**config.mk**
```make
export PLATFORM = sky130hd
export DESIGN_NAME = ifch_top
export DESIGN_NICKNAME = d
export VERILOG_FILES = /design/src/rtl/ifch_pkg.sv /design/src/rtl/ifch_bar.sv /design/src/rtl/ifch_top.sv
export VERILOG_INCLUDE_DIRS = /design/src /design/src/rtl
export SDC_FILE = /design/constraint.sdc
export NUM_CORES = 1
export LEC_CHECK = 0
export BUFFER_PORTS_ARGS = -buffer_cell sky130_fd_sc_hd__buf_2
export CAP_MARGIN = 0
export CORE_MARGIN = 2
export CORE_UTILIZATION = 40
export CTS_BUF_LIST = sky130_fd_sc_hd__clkbuf_4
export DETAILED_ROUTE_END_ITERATION = 12
export MAX_ROUTING_LAYER = met4
export PLACE_DENSITY = 0.62
export SYNTH_ARGS = -nofsm -noshare
export SYNTH_HDL_FRONTEND = slang
export SYNTH_HIERARCHICAL = 1
export SYNTH_SLANG_ARGS = --single-unit
export TNS_END_PERCENT = 30
```
**constraint.sdc**
```tcl
create_clock -name sys_clk -period 1.9 [get_ports sys_clk]
set_input_delay 0.095 -clock sys_clk [delete_from_list [all_inputs] [get_ports sys_clk]]
set_output_delay 0.095 -clock sys_clk [all_outputs]
set_load 0.02 [all_outputs]
```
**src/rtl/ifch_defines.svh**
```systemverilog
// Purpose: Constants for the IDE function configuration header bank
// Assumes: Byte offsets inside a 256-byte configuration space
// Notes:   Dword index of a register is its byte offset bits 7:2
`ifndef IFCH_DEFINES_SVH
`define IFCH_DEFINES_SVH

// Register byte offsets
`define IFCH_OFF_STS        8'h06
`define IFCH_OFF_REV        8'h08
`define IFCH_OFF_PI         8'h09
`define IFCH_OFF_SCC        8'h0a
`define IFCH_OFF_BCC        8'h0b
`define IFCH_OFF_MLT        8'h0d
`define IFCH_OFF_PCMD       8'h10
`define IFCH_OFF_SCNL       8'h14
`define IFCH_OFF_PCNL       8'h18
`define IFCH_OFF_SCMD       8'h1c

// Reset and fixed values
`define IFCH_STS_RST        16'h0280
`define IFCH_PI_RST         8'h8a
`define IFCH_SCC_VAL        8'h01
`define IFCH_BCC_VAL        8'h01
`define IFCH_MLT_VAL        8'h00
`define IFCH_REV_VAL        8'h00

// Status field positions
`define IFCH_STS_RMA        13
`define IFCH_STS_STA        11

// Programming interface field positions
`define IFCH_PI_PSEL        0
`define IFCH_PI_SSEL        2

// Base register layout
`define IFCH_BAR_TOP        15
`define IFCH_CMD_LOW        3
`define IFCH_CTL_LOW        2

// Legacy port windows
`define IFCH_LEG_PCMD       16'h01f0
`define IFCH_LEG_PCTL       16'h03f4
`define IFCH_LEG_SCMD       16'h0170
`define IFCH_LEG_SCTL       16'h0374

`endif

```
**src/rtl/ifch_pkg.sv**
```systemverilog
// Purpose: Types shared by the configuration header bank
// Assumes: Dword-wide configuration access with byte enables
// Notes:   Offsets and values live in ifch_defines.svh
package ifch_pkg;

  typedef struct packed {
    logic        req;
    logic        wr;
    logic [5:0]  dw;
    logic [3:0]  be;
    logic [31:0] wdata;
  } ifch_cfg_req_s;

  typedef struct packed {
    logic        ack;
    logic [31:0] rdata;
  } ifch_cfg_rsp_s;

  typedef struct packed {
    logic       done;
    logic [3:0] hit;
    logic [1:0] native;
    logic       refused;
  } ifch_io_rsp_s;

  typedef enum logic [0:0] {
    IFCH_LEGACY = 1'b0,
    IFCH_NATIVE = 1'b1
  } ifch_mode_e;

endpackage : ifch_pkg

```
**src/rtl/ifch_bar.sv**
```systemverilog
// Purpose: One I/O base register with its window compare
// Assumes: Writes arrive on the low two byte lanes only
// Notes:   LOW_BIT sets window size: 3 gives 8 bytes, 2 gives 4
`timescale 1ns/1ps
`default_nettype none
`include "ifch_defines.svh"

module ifch_bar #(
  parameter int LOW_BIT = `IFCH_CMD_LOW
) (
  input  wire logic        sys_clk,
  input  wire logic        reset,
  input  wire logic        clk_en,
  input  wire logic        wr_sel,
  input  wire logic [1:0]  be_lo,
  input  wire logic [15:0] wdata_lo,
  input  wire logic [15:0] io_addr,
  input  wire logic        win_open,
  output logic      [31:0] rdata,
  output logic             hit
);

  localparam int BW = `IFCH_BAR_TOP - LOW_BIT + 1;

  logic [BW-1:0] base_q;
  logic [BW-1:0] base_d;
  logic [15:0]   merged;

  // Byte lanes merged so a single-byte write keeps the other half
  assign merged = {(be_lo[1] ? wdata_lo[15:8] : rdata[15:8]),
                   (be_lo[0] ? wdata_lo[7:0]  : rdata[7:0])};
  assign base_d = wr_sel ? merged[`IFCH_BAR_TOP:LOW_BIT] : base_q;

  always_ff @(posedge sys_clk or posedge reset) begin
    if (reset)       base_q <= '0;
    else if (clk_en) base_q <= base_d;
  end

  // Reserved bits zero, bit 0 fixed as I/O request
  assign rdata = {16'h0000, base_q, {(LOW_BIT-1){1'b0}}, 1'b1};

  assign hit = win_open && (io_addr[`IFCH_BAR_TOP:LOW_BIT] == base_q);

endmodule : ifch_bar
`default_nettype wire

```
**src/rtl/ifch_top.sv**
```systemverilog
// Purpose: Configuration header bank of an integrated IDE function
// Assumes: Host bridge gives one dword config access per request
// Notes:   I/O window decode registered; one answer per request
//
// Function
// - Master abort by the bus master engine sets a flag; write 1 clears.
// - Target abort ended by this function sets a flag; write 1 clears.
// - Fast back-to-back bit reads 1; status resets to 0280h.
// - Select timing field reads fixed 01 and does nothing.
// - Parity, system error, data parity, USER_DEFINABLE_FEATURES, 66 MHz bits read 0.
// - Eight-bit revision register is fixed and read-only.
// - Bus master support bit reads 1; interface register resets to 8Ah.
// - Interface register bits 6:4 read 0.
// - Both channel mode capability bits read 1.
// - Writable bit 2 picks secondary mode; 0 legacy default, 1 native.
// - Writable bit 0 picks primary mode; 0 legacy default, 1 native.
// - Sub class register reads 01h, an IDE controller.
// - Base class register reads 01h, mass storage.
// - Latency timer reads zero and ignores writes.
// - Command base field bits 15:3, eight-byte window, upper bits reserved.
// - Control base field bits 15:2, four-byte window, upper bits reserved.
// - Bit 0 of each base register reads 1 and is not writable.
// - Command window decodes only while its channel is native.
// - Control window decodes only while its channel is native.
// - With I/O space disabled every channel and bus master access is refused.
`timescale 1ns/1ps
`default_nettype none
`include "ifch_defines.svh"

module ifch_top
  import ifch_pkg::*;
#(
  parameter logic [7:0] REV_ID = `IFCH_REV_VAL
) (
  input  wire logic          sys_clk,
  input  wire logic          reset,
  input  wire logic          clk_en,
  input  wire ifch_pkg::ifch_cfg_req_s cfg_in,
  output ifch_pkg::ifch_cfg_rsp_s      cfg_out,
  input  wire logic          io_space_enable,
  input  wire logic          master_abort_evt,
  input  wire logic          target_abort_evt,
  input  wire logic          io_req,
  input  wire logic [15:0]   io_addr,
  input  wire logic          bm_io_hit,
  output ifch_pkg::ifch_io_rsp_s       io_out
);

  import ifch_pkg::*;

  // Byte offsets of the mapped registers
  localparam logic [7:0] OFF_STS  = `IFCH_OFF_STS;
  localparam logic [7:0] OFF_REV  = `IFCH_OFF_REV;
  localparam logic [7:0] OFF_MLT  = `IFCH_OFF_MLT;
  localparam logic [7:0] OFF_PCMD = `IFCH_OFF_PCMD;
  localparam logic [7:0] OFF_PCNL = `IFCH_OFF_PCNL;
  localparam logic [7:0] OFF_SCMD = `IFCH_OFF_SCMD;
  localparam logic [7:0] OFF_SCNL = `IFCH_OFF_SCNL;

  localparam logic [5:0] DW_STS = OFF_STS[7:2];
  localparam logic [5:0] DW_CLS = OFF_REV[7:2];
  localparam logic [5:0] DW_MLT = OFF_MLT[7:2];

  // Entry order: primary command, primary control, secondary command, secondary control
  localparam logic [5:0] DW_BAR [4] = '{OFF_PCMD[7:2], OFF_PCNL[7:2],
                                        OFF_SCMD[7:2], OFF_SCNL[7:2]};
  localparam logic [15:0] LEG_BASE [4] = '{`IFCH_LEG_PCMD, `IFCH_LEG_PCTL,
                                           `IFCH_LEG_SCMD, `IFCH_LEG_SCTL};

  // Status flag state
  logic        rma_q;
  logic        rma_d;
  logic        sta_q;
  logic        sta_d;

  // Channel mode selects
  ifch_mode_e  pmode_q;
  ifch_mode_e  pmode_d;
  ifch_mode_e  smode_q;
  ifch_mode_e  smode_d;

  // Config answer state
  logic        ack_q;
  logic [31:0] rdata_q;
  logic [31:0] rdata_d;

  // I/O answer state
  logic        io_done_q;
  logic [3:0]  io_hit_q;
  logic [3:0]  io_hit_d;
  logic        io_ref_q;
  logic        io_ref_d;

  // Decode wires
  logic        cfg_take;
  logic        cfg_wr;
  logic        sel_sts;
  logic        sel_cls;
  logic        sel_mlt;
  logic [3:0]  sel_bar;
  logic [31:0] bar_rdata [4];
  logic [3:0]  nat_hit;
  logic [3:0]  leg_hit;
  logic [1:0]  native;
  logic [3:0]  raw_hit;

  // Read images
  logic [15:0] sts_img;
  logic [7:0]  pi_img;
  logic [31:0] dw_sts_img;
  logic [31:0] dw_cls_img;
  logic [31:0] dw_mlt_img;
  logic [31:0] bar_mux;

  // Write strobes for write-one-to-clear and the mode select write
  logic        clr_rma;
  logic        clr_sta;
  logic        wr_pi;

  assign cfg_take = cfg_in.req && clk_en;
  assign cfg_wr   = cfg_take && cfg_in.wr;
  assign sel_sts  = (cfg_in.dw == DW_STS);
  assign sel_cls  = (cfg_in.dw == DW_CLS);
  assign sel_mlt  = (cfg_in.dw == DW_MLT);

  // Status sits in the upper half of its dword
  assign clr_rma = cfg_wr && sel_sts && cfg_in.be[3] && cfg_in.wdata[16 + `IFCH_STS_RMA];
  assign clr_sta = cfg_wr && sel_sts && cfg_in.be[3] && cfg_in.wdata[16 + `IFCH_STS_STA];

  // Set wins over clear, so an abort in the clearing cycle stays visible
  assign rma_d = master_abort_evt ? 1'b1 : (clr_rma ? 1'b0 : rma_q);
  assign sta_d = target_abort_evt ? 1'b1 : (clr_sta ? 1'b0 : sta_q);

  // Interface register is byte 1 of the class dword
  assign wr_pi   = cfg_wr && sel_cls && cfg_in.be[1];
  assign pmode_d = wr_pi ? ifch_mode_e'(cfg_in.wdata[8 + `IFCH_PI_PSEL]) : pmode_q;
  assign smode_d = wr_pi ? ifch_mode_e'(cfg_in.wdata[8 + `IFCH_PI_SSEL]) : smode_q;

  assign native = {smode_q == IFCH_NATIVE, pmode_q == IFCH_NATIVE};

  // Fixed bits come from the reset image, only flags vary
  assign sts_img = `IFCH_STS_RST
                 | (16'(rma_q) << `IFCH_STS_RMA)
                 | (16'(sta_q) << `IFCH_STS_STA);

  // Mode select bits are zero in the reset image
  assign pi_img = `IFCH_PI_RST
                | (8'(pmode_q) << `IFCH_PI_PSEL)
                | (8'(smode_q) << `IFCH_PI_SSEL);

  // Command half reads zero here; it lives elsewhere
  assign dw_sts_img = {sts_img, 16'h0000};
  assign dw_cls_img = {`IFCH_BCC_VAL, `IFCH_SCC_VAL, pi_img, REV_ID};
  assign dw_mlt_img = {16'h0000, `IFCH_MLT_VAL, 8'h00};

  // Base registers, one entry per window
  genvar gi;
  generate
    for (gi = 0; gi < 4; gi++) begin : g_bar
      localparam int LOW = (gi % 2 == 0) ? `IFCH_CMD_LOW : `IFCH_CTL_LOW;
      localparam logic [15:0] LEG_MASK = ~((16'h0001 << LOW) - 16'h0001);
      logic win_open;

      assign sel_bar[gi] = (cfg_in.dw == DW_BAR[gi]);
      // Native windows need both the channel mode and I/O space enable
      assign win_open = native[gi/2] && io_space_enable;

      ifch_bar #(
        .LOW_BIT (LOW)
      ) u_bar (
        .sys_clk  (sys_clk),
        .reset    (reset),
        .clk_en   (clk_en),
        .wr_sel   (cfg_wr && sel_bar[gi]),
        .be_lo    (cfg_in.be[1:0]),
        .wdata_lo (cfg_in.wdata[15:0]),
        .io_addr  (io_addr),
        .win_open (win_open),
        .rdata    (bar_rdata[gi]),
        .hit      (nat_hit[gi])
      );

      // Legacy ports answer only while the channel stays in legacy mode
      assign leg_hit[gi] = !native[gi/2] && io_space_enable
                         && ((io_addr & LEG_MASK) == LEG_BASE[gi]);

      // Would-be claim with I/O space ignored, only used to flag a refusal
      assign raw_hit[gi] = native[gi/2]
                         ? ((io_addr & LEG_MASK) == (bar_rdata[gi][15:0] & LEG_MASK))
                         : ((io_addr & LEG_MASK) == LEG_BASE[gi]);
    end
  endgenerate

  assign bar_mux = sel_bar[0] ? bar_rdata[0] :
                   sel_bar[1] ? bar_rdata[1] :
                   sel_bar[2] ? bar_rdata[2] :
                   sel_bar[3] ? bar_rdata[3] : 32'h0000_0000;

  // Unmapped dwords read zero
  assign rdata_d = cfg_in.wr ? 32'h0000_0000 :
                   sel_sts   ? dw_sts_img :
                   sel_cls   ? dw_cls_img :
                   sel_mlt   ? dw_mlt_img : bar_mux;

  // Any decoded channel access
  assign io_hit_d = nat_hit | leg_hit;

  // Refusal flagged for channel or bus master ports while I/O space is off
  assign io_ref_d = !io_space_enable && (bm_io_hit || (|raw_hit));

  // Flags and modes
  always_ff @(posedge sys_clk or posedge reset) begin
    if (reset) begin
      rma_q   <= 1'b0;
      sta_q   <= 1'b0;
      pmode_q <= IFCH_LEGACY;
      smode_q <= IFCH_LEGACY;
    end else if (clk_en) begin
      rma_q   <= rma_d;
      sta_q   <= sta_d;
      pmode_q <= pmode_d;
      smode_q <= smode_d;
    end
  end

  // Config answer one cycle after the request
  always_ff @(posedge sys_clk or posedge reset) begin
    if (reset) begin
      ack_q   <= 1'b0;
      rdata_q <= 32'h0000_0000;
    end else if (clk_en) begin
      ack_q   <= cfg_in.req;
      rdata_q <= cfg_in.req ? rdata_d : rdata_q;
    end
  end

  // I/O decode answer one cycle after the request
  always_ff @(posedge sys_clk or posedge reset) begin
    if (reset) begin
      io_done_q <= 1'b0;
      io_hit_q  <= 4'h0;
      io_ref_q  <= 1'b0;
    end else if (clk_en) begin
      io_done_q <= io_req;
      io_hit_q  <= io_req ? io_hit_d : 4'h0;
      io_ref_q  <= io_req && io_ref_d;
    end
  end

  // Held low during reset, ack and done forced low while the clock enable is off
  assign cfg_out.ack    = ack_q && clk_en;
  assign cfg_out.rdata  = rdata_q;
  assign io_out.done    = io_done_q && clk_en;
  assign io_out.hit     = io_hit_q;
  assign io_out.native  = native;
  assign io_out.refused = io_ref_q;

endmodule : ifch_top
`default_nettype wire
```
==> run summary, run 1 <==
* 32.7% — fraction of layout instances using a drive strength above 1
* 0 — count of flip-flops with a built-in enable after synthesis
* 4995 — number of global-route vias before repair
* 132 um — die extent in x
* dfrtp_1 — cell with the biggest individual delay on the critical path
* 1539 — number of fill cells in the layout
* 6550 um^2 — area of the mapped netlist
* 0.964 — placer's final routability congestion estimate
* 906 — filler-free cell count of the finished design
* 19.3 um — routed length per instance
* dfrtp_1, xnor2_1, mux2_2 — top area cells in the synthesized netlist
* 6 — Synth warnings
* 2.02 ns — Arr. time, crit path
* in -> reg — class of the tightest hold or removal check
* 0 — count of buffering cells on the critical path with inverters included
* 17.5 mm — total detailed-routing wirelength
* io_space_enable — hold path startpoint
* 0 — DR DRC count
* 1.10 mW — net switching power
* 13.3 mm — final HPWL from detailed placement
* 37.1% — share of the synthesized area in the top cell type
* 6970 um^2 — post-detailed-placement cell area
* 27.2% — Net Sw Frac
* 0.49 ns — clock latency on the worst-skew pair
* 100% — asr flop ratio synth
* reg -> reg — Crit Path Class
* 0.0204 ns — Layout Skew
* 44 — Synth cell types
* 4 — critical path fanouts, max
* 0 — Max Slew Vio Count
* 16.3% — combinational power share
* simple AND/OR/NAND/NOR gates — cell family with most CP delay
* 2.31 ns — worst path required time
* 9 — total clock buffers created by CTS
* g_bar[0].u_bar/base_q[9]$_DFFE_PP0P_ — start of the worst register-to-register path
* 8.48 mm — metal2 WL
* xnor2_1 > nand4_1 > nor4_1 > nor4b_1 > a21oi_1 — critical path cell sequence
* 0.235 mV — Worst IR Drop VDD
* clkbuf_4 — clock root cell
* 3.34 nW — Leakage Power
* 0 — buffers inserted during post-CTS setup optimization
* 28.1 mm — first-pass GRT wire length
* 1.61 ns — clock period minus worst slack
* 0.286 ns — Final Worst Setup Slack
* dfrtp_1 — Top FF cell, synth
* done — TritonCTS clock tree
* 1.13 mm — met3 WL post-DR
* 5.12 — drt via density
* 0 — Antenna Violating Nets Remaining
* 2 — Max Root-Sink Buffers
* flip-flop — Critical Path End Type
* 4 — number of iterations in the first detailed-routing pass
* 0 — overflow left after global routing
* 11.3 um^2 — post-synthesis area per instance
* 12.1% — area added between synthesis and finish
* 551 nW/um^2 — power density relative to cell area
* 132 um — overall die height
* 109 — Ports
* 753 — final-stage net count
* 7340 um^2 — final standard cell area without fillers
* 341 — Iteration-0 DRC Markers
* 84.9% — period utilisation layout
* finished, final reports clean — outcome
* 869 — cell count after placement
* 0.46 ns — worst stage delay on the critical path
* 89 — quantity of I/O buffers inserted on ports
* g_bar[0].u_bar/base_q[9]$_DFFE_PP0P_ — Critical Path Start
* -0.0149 ns — post-place setup slack
* 1 — number of antenna violations at the first check in global routing
* 46 — placement row count
* 0 — max capacitance violation total
* 21.8% — aggregate global-route resource usage
* 0.620 GHz — Max Freq
* 97 — total clock sinks
* 49.4% — worst rel slew slack
* dfrtp_1 — Synth area leader
* 52.7% — sequential power share
* 31.0% — clock network fraction of total power
* 41.1% — starting utilization of the core area
* xnor2_1 — cell with the most instances after synthesis
* 0 — Final Hold Viols
* 37.1% — sequential cell area fraction in the yosys report
* false — unrepaired setup endpoints after global routing
* xnor2_1, dfrtp_1, buf_4, mux2_2, mux4_2 — most common library cells after synthesis
* 0.758 ns — Tightest Pin Transition
* 17400 um^2 — Die ar.
* met4 — highest metal used
* 2.95 mW — internal power consumption
* 97 — number of storage elements in the synthesis netlist
* 44 — largest net degree at the start of global routing
* 580 — instance count of the mapped netlist
* flip-flop — Critical Path Source Type
* 0.16 ns — Clk pin slew, worst setup/hold paths
* 3 — CTS HTree Levels
* 15900 um^2 — total core area
* 4643 — via count
* 7.47 mm — Post-Route M1 WL
* 0 — setup violators final
[per-stage QoR]
step | TNS [ns] | hold WS, ns | total power, mW | util, %
after CTS | 0 | 0.0216 | 4.07 | 46.0
after detailed placement | -0.0198 | 0.262 | 2.80 | 43.7
after global routing | 0 | 0.0114 | 4.24 | 46.0
after global placement | 0 | 0.259 | 2.78 | 43.7
after floorplan | 0 | -0.0280 | 2.69 | -
final | 0 | 0.0478 | 4.05 | 46.0
[worst min-delay path: cells and delay by family]
kind / cells / cell delay (ns)
compound gates: 2 / 0.21
buf+inv: 2 / 0.18
[layout by cell type (no fill, tap or decap), types with 21 or more instances in the layout]
cell and instances:
xnor2_1 108, dfrtp_1 97, buf_2 89, conb_1 74
mux2_2 56, mux4_2 28, nand4_1 27, buf_4 25
a22o_1 23, dlygate4sd3_1 21
[layout make-up]
cell class / instances / area (um^2) / share of cell area, %
inverters: 15 / 56.3 / 0.767
clock inverters: 4 / 68.8 / 0.937
flip-flops and latches: 97 / 2430 / 33.1
multi-input cells: 427 / 3590 / 48.9
repair buffers: 135 / 843 / 11.5
well taps: 216 / 270 / 3.68
clock buffers: 11 / 82.6 / 1.12
diodes: 1 / 2.50 / 0.0341
[registers in the layout, summed over array words and instances, names as in the netlist]
register,cells
rma_q,1
io_done_q,1
smode_q,1
sta_q,1
io_hit_q,4
rdata_q,32
ack_q,1
io_ref_q,1
g_bar.u_bar/base_q,54
pmode_q,1
[cell families after synthesis]
kind of cell              share of synthesized area [%]
and+or+nand+nor                                    9.30
buffers and inverters                              12.0
AOI/OAI and AO/OA                                  6.36
DFF                                                37.1
xor gates and xnor gates                           14.4
muxes                                              20.4
other                                             0.458
[timing repair]
action	4_1_cts	5_1_grt
hold buffers	21	0
endpoints found under the hold margin	160	0
endpoints found under the setup margin	0	1
resized for setup	0	1
[path summary, 6_finish.rpt]
check,end,slack (ns),cells past startpoint
worst max-delay path,io_ref_q$_DFFE_PP0P_,0.29,5
worst min-delay path,io_ref_q$_DFFE_PP0P_,0.05,4
min in group asynchronous,g_bar[2].u_bar/base_q[9]$_DFFE_PP0P_,0.29,3
worst max register to register,io_ref_q$_DFFE_PP0P_,0.29,5
worst min register to register,rdata_q[27]$_DFFE_PP0N_,0.50,2
max in group asynchronous,g_bar[1].u_bar/base_q[8]$_DFFE_PP0P_,1.09,3
[metal layers]
metal / GRT usage (%) / vias up
met1: 26.7 / 2333
met3: 5.15 / 25
li1: - / 2135
met5: - / -
met4: 7.37 / 0
met2: 35.4 / 150
[power by group through the flow]
stage               clock network [mW]  logic (mW)  registers (mW)
global route                      1.38       0.726            2.14
finish                            1.26       0.659            2.13
global placement                     0       0.612            2.17
floorplan                            0       0.519            2.17
CTS                               1.28       0.655            2.13
detailed placement                   0       0.622            2.17
Note: power is estimated with default switching activity, not from simulation.
==> inputs of run 2 (changes only) <==
- clock period: 1.9 -> 1.5 ns (I/O delays scaled with it)
==> run summary, run 2 (synthesis gave the netlist of run 1 again) <==
* setup timing — violations in the final reports
* 1.92 ns — worst path required time, -0.39 ns
* 18.0 mm — total detailed-routing wirelength, +3.1%
* 662 nW/um^2 — power density relative to cell area, +20%
* 0 — max capacitance violation total, unchanged
* 42.0% — fraction of layout instances using a drive strength above 1, +9.4 points
* 0.14 ns — Clk pin slew, worst setup/hold paths, -0.02 ns
* 1478 — number of fill cells in the layout, -4.0%
* 9 — total clock buffers created by CTS, unchanged
* xnor2_1, buf_2, conb_1 — commonest cells after routing, fill and taps aside
* 3720 um^2 — combined area of the multi-input logic cells, +3.7%
* 766 um — met3 WL post-DR, -32%
* 14.5 mm — final HPWL from detailed placement, +9.0%
* flip-flop — Critical Path Source Type
* 0.46 ns — worst stage delay on the critical path, about the same
* 28.6 mm — first-pass GRT wire length, +1.8%
* g_bar.u_bar/base_q (54), rdata_q (32), io_hit_q (4) — biggest registers after layout
* 0.684 ns — Tightest Pin Transition, -0.0734 ns
* 8.07 mm — Post-Route M1 WL, +8.0%
* 283 — Iteration-0 DRC Markers, -17%
* 54.3% — worst rel slew slack, +4.9 points
* 2460 um^2 — FF+latch area, +1.2%
* g_bar[2].u_bar/base_q[1]$_DFFE_PP0P_ — start of the worst register-to-register path
* 132 um — overall die height, unchanged
* 0.0124 ns — Layout Skew, -0.00798 ns
* 15900 um^2 — total core area, unchanged
* 5051 — number of global-route vias before repair, +1.1%
* simple AND/OR/NAND/NOR gates — cell family with most CP delay
* 0.0647 ns — final hold slack, +0.0169 ns
* g_bar.u_bar/base_q — largest reg by FF count
* 1.51 ns — clock period minus worst slack, -0.0999 ns
* 5.04 — drt via density, -1.7%
* 0.49 ns — clock latency on the worst-skew pair, about the same
* 3 — CTS HTree Levels, unchanged
* flip-flop — Critical Path End Type
* finished, violations left — outcome
* 34 — largest net degree at the start of global routing, -23%
* 17400 um^2 — Die ar., unchanged
* -0.0138 ns — Final Worst Setup Slack, -0.300 ns
* 943 — filler-free cell count of the finished design, +4.1%
* 0 — Antenna Violating Nets Remaining, unchanged
* 0 — count of buffering cells on the critical path with inverters included, unchanged
* reg -> reg — Crit Path Class
* 0 — Final Hold Viols, unchanged
* 46 — placement row count, unchanged
* 19.1 um — routed length per instance, -0.95%
* 2 — setup violators final, +2
* 89 — quantity of I/O buffers inserted on ports, unchanged
* 0.923 — placer's final routability congestion estimate, -4.3%
* 0 — DR DRC count, unchanged
* done — TritonCTS clock tree
* -0.01 ns — R2R setup slack, -0.30 ns
* 1.93 ns — Arr. time, crit path, -0.09 ns
* 101% — period utilisation layout, +16 points
* 109 — Ports, unchanged
* in -> async — class of the tightest hold or removal check
* xnor2_1 — most common cell after layout, fill and taps aside
* 41.1% — starting utilization of the core area, unchanged
* 8.71 mm — metal2 WL, +2.8%
* 5.20 mW — post-layout power, +28%
* dfrtp_1 — cell with the biggest individual delay on the critical path
* 0.341 mV — Worst IR Drop VDD, +45%
* 0 — number of antenna violations at the first check in global routing, -1
* 5 — worst reg-to-reg path cell count, unchanged
* 54 — number of flip-flops under the largest register name, unchanged
* 2 — Max Root-Sink Buffers, unchanged
* clkbuf_4 — clock root cell
* 902 — cell count after placement, +3.8%
* io_hit_q[2]$_DFFE_PP0P_ — capture instance of the worst register-to-register path
* true — unrepaired setup endpoints after global routing
* 4 — number of iterations in the first detailed-routing pass, unchanged
* met4 — highest metal used
* 4752 — via count, +2.3%
* 132 um — die extent in x, unchanged
* xnor2_1 > nand4_1 > nor4_2 > a31oi_1 > o22ai_1 — critical path cell sequence
* 22.1% — aggregate global-route resource usage, +0.36 points
* 0 — Max Slew Vio Count, unchanged
* 97 — total clock sinks, unchanged
* 0 — overflow left after global routing, unchanged
* 3 — critical path fanouts, max, -1
* 790 — final-stage net count, +4.9%
* 3.57 nW — Leakage Power, +6.9%
* 0.661 GHz — Max Freq, +6.6%
* 19.8% — area added between synthesis and finish
[run 2: cell count changes in the layout (fill, tap and decap cells not counted), moves of 2 or more]
cell and change:
buf_12 +5, buf_4 +30, clkbuf_4 -2, clkinvlp_4 +2
dfrtp_1 -24, dfrtp_2 +24, nor4_1 -4, nor4_2 +4
xnor2_1 -12, xnor2_2 +12
[run 2: metal layers]
layer | GRT usage (%) | vias up
li1 | - | 2211
met1 | 28.1 | 2393
met2 | 36.2 | 116
met3 | 4.46 | 32
met4 | 5.98 | 0
met5 | - | -
[run 2: worst max-delay path by stage]
stage / slack [ns] / to / depth (start not counted) / from
finish: -0.01 / io_hit_q[2]$_DFFE_PP0P_ / 5 / g_bar[2].u_bar/base_q[1]$_DFFE_PP0P_
global route: -0.06 / io_ref_q$_DFFE_PP0P_ / 6 / pmode_q$_DFFE_PP0P_
CTS: -0.004 / io_ref_q$_DFFE_PP0P_ / 5 / g_bar[2].u_bar/base_q[1]$_DFFE_PP0P_
detailed placement: -0.33 / g_bar[0].u_bar/base_q[4]$_DFFE_PP0P_ / 9 / cfg_in[39]
global placement: -0.33 / g_bar[3].u_bar/base_q[0]$_DFFE_PP0P_ / 8 / cfg_in[39]
floorplan: -0.002 / g_bar[0].u_bar/base_q[0]$_DFFE_PP0P_ / 6 / cfg_in[39]
[run 2: what timing repair did]
action,in CTS,in global routing
pin swaps,1,17
hold buffers,22,0
resized for setup,7,37
buffers inserted,0,3
endpoints found under the hold margin,161,0
endpoints found under the setup margin,4,9
[run 2: per-stage QoR]
step | setup TNS, ns | setup WS [ns] | cell area, um^2 | util (%)
2_1_floorplan | -0.0125 | -0.00250 | 6800 | -
3_3_place_gp | -14.32 | -0.327 | 7290 | 45.7
3_5_place_dp | -14.86 | -0.327 | 7290 | 45.7
4_1_cts | -0.00383 | -0.00383 | 7690 | 48.2
5_1_grt | -0.221 | -0.0645 | 7850 | 49.2
6_report | -0.0213 | -0.0138 | 7850 | 49.2
[run 2: worst reg2reg max path: cells and delay by family (launching register included)]
family | cells | cell delay (ns)
AOI/OAI and AO/OA | 2 | 0.21
xor gates and xnor gates | 1 | 0.28
DFF | 1 | 0.46
and+or+nand+nor | 2 | 0.49
[run 2: where the power goes]
| part | switching [mW] | internal (mW) |
|---|---|---|
| Combinational | 0.483 | 0.450 |
| Sequential | 0.0482 | 2.66 |
| Clock | 0.901 | 0.657 |
[run 2: area by class of cell]
class | count | share of cell area [%]
Multi-Input combinational cell | 427 | 47.4
Sequential cell | 97 | 31.3
Timing Repair Buffer | 172 | 15.2
Tap cell | 216 | 3.44
Clock inverter | 6 | 1.07
Clock buffer | 9 | 0.861
Inverter | 15 | 0.717
Antenna cell | 1 | 0.0319
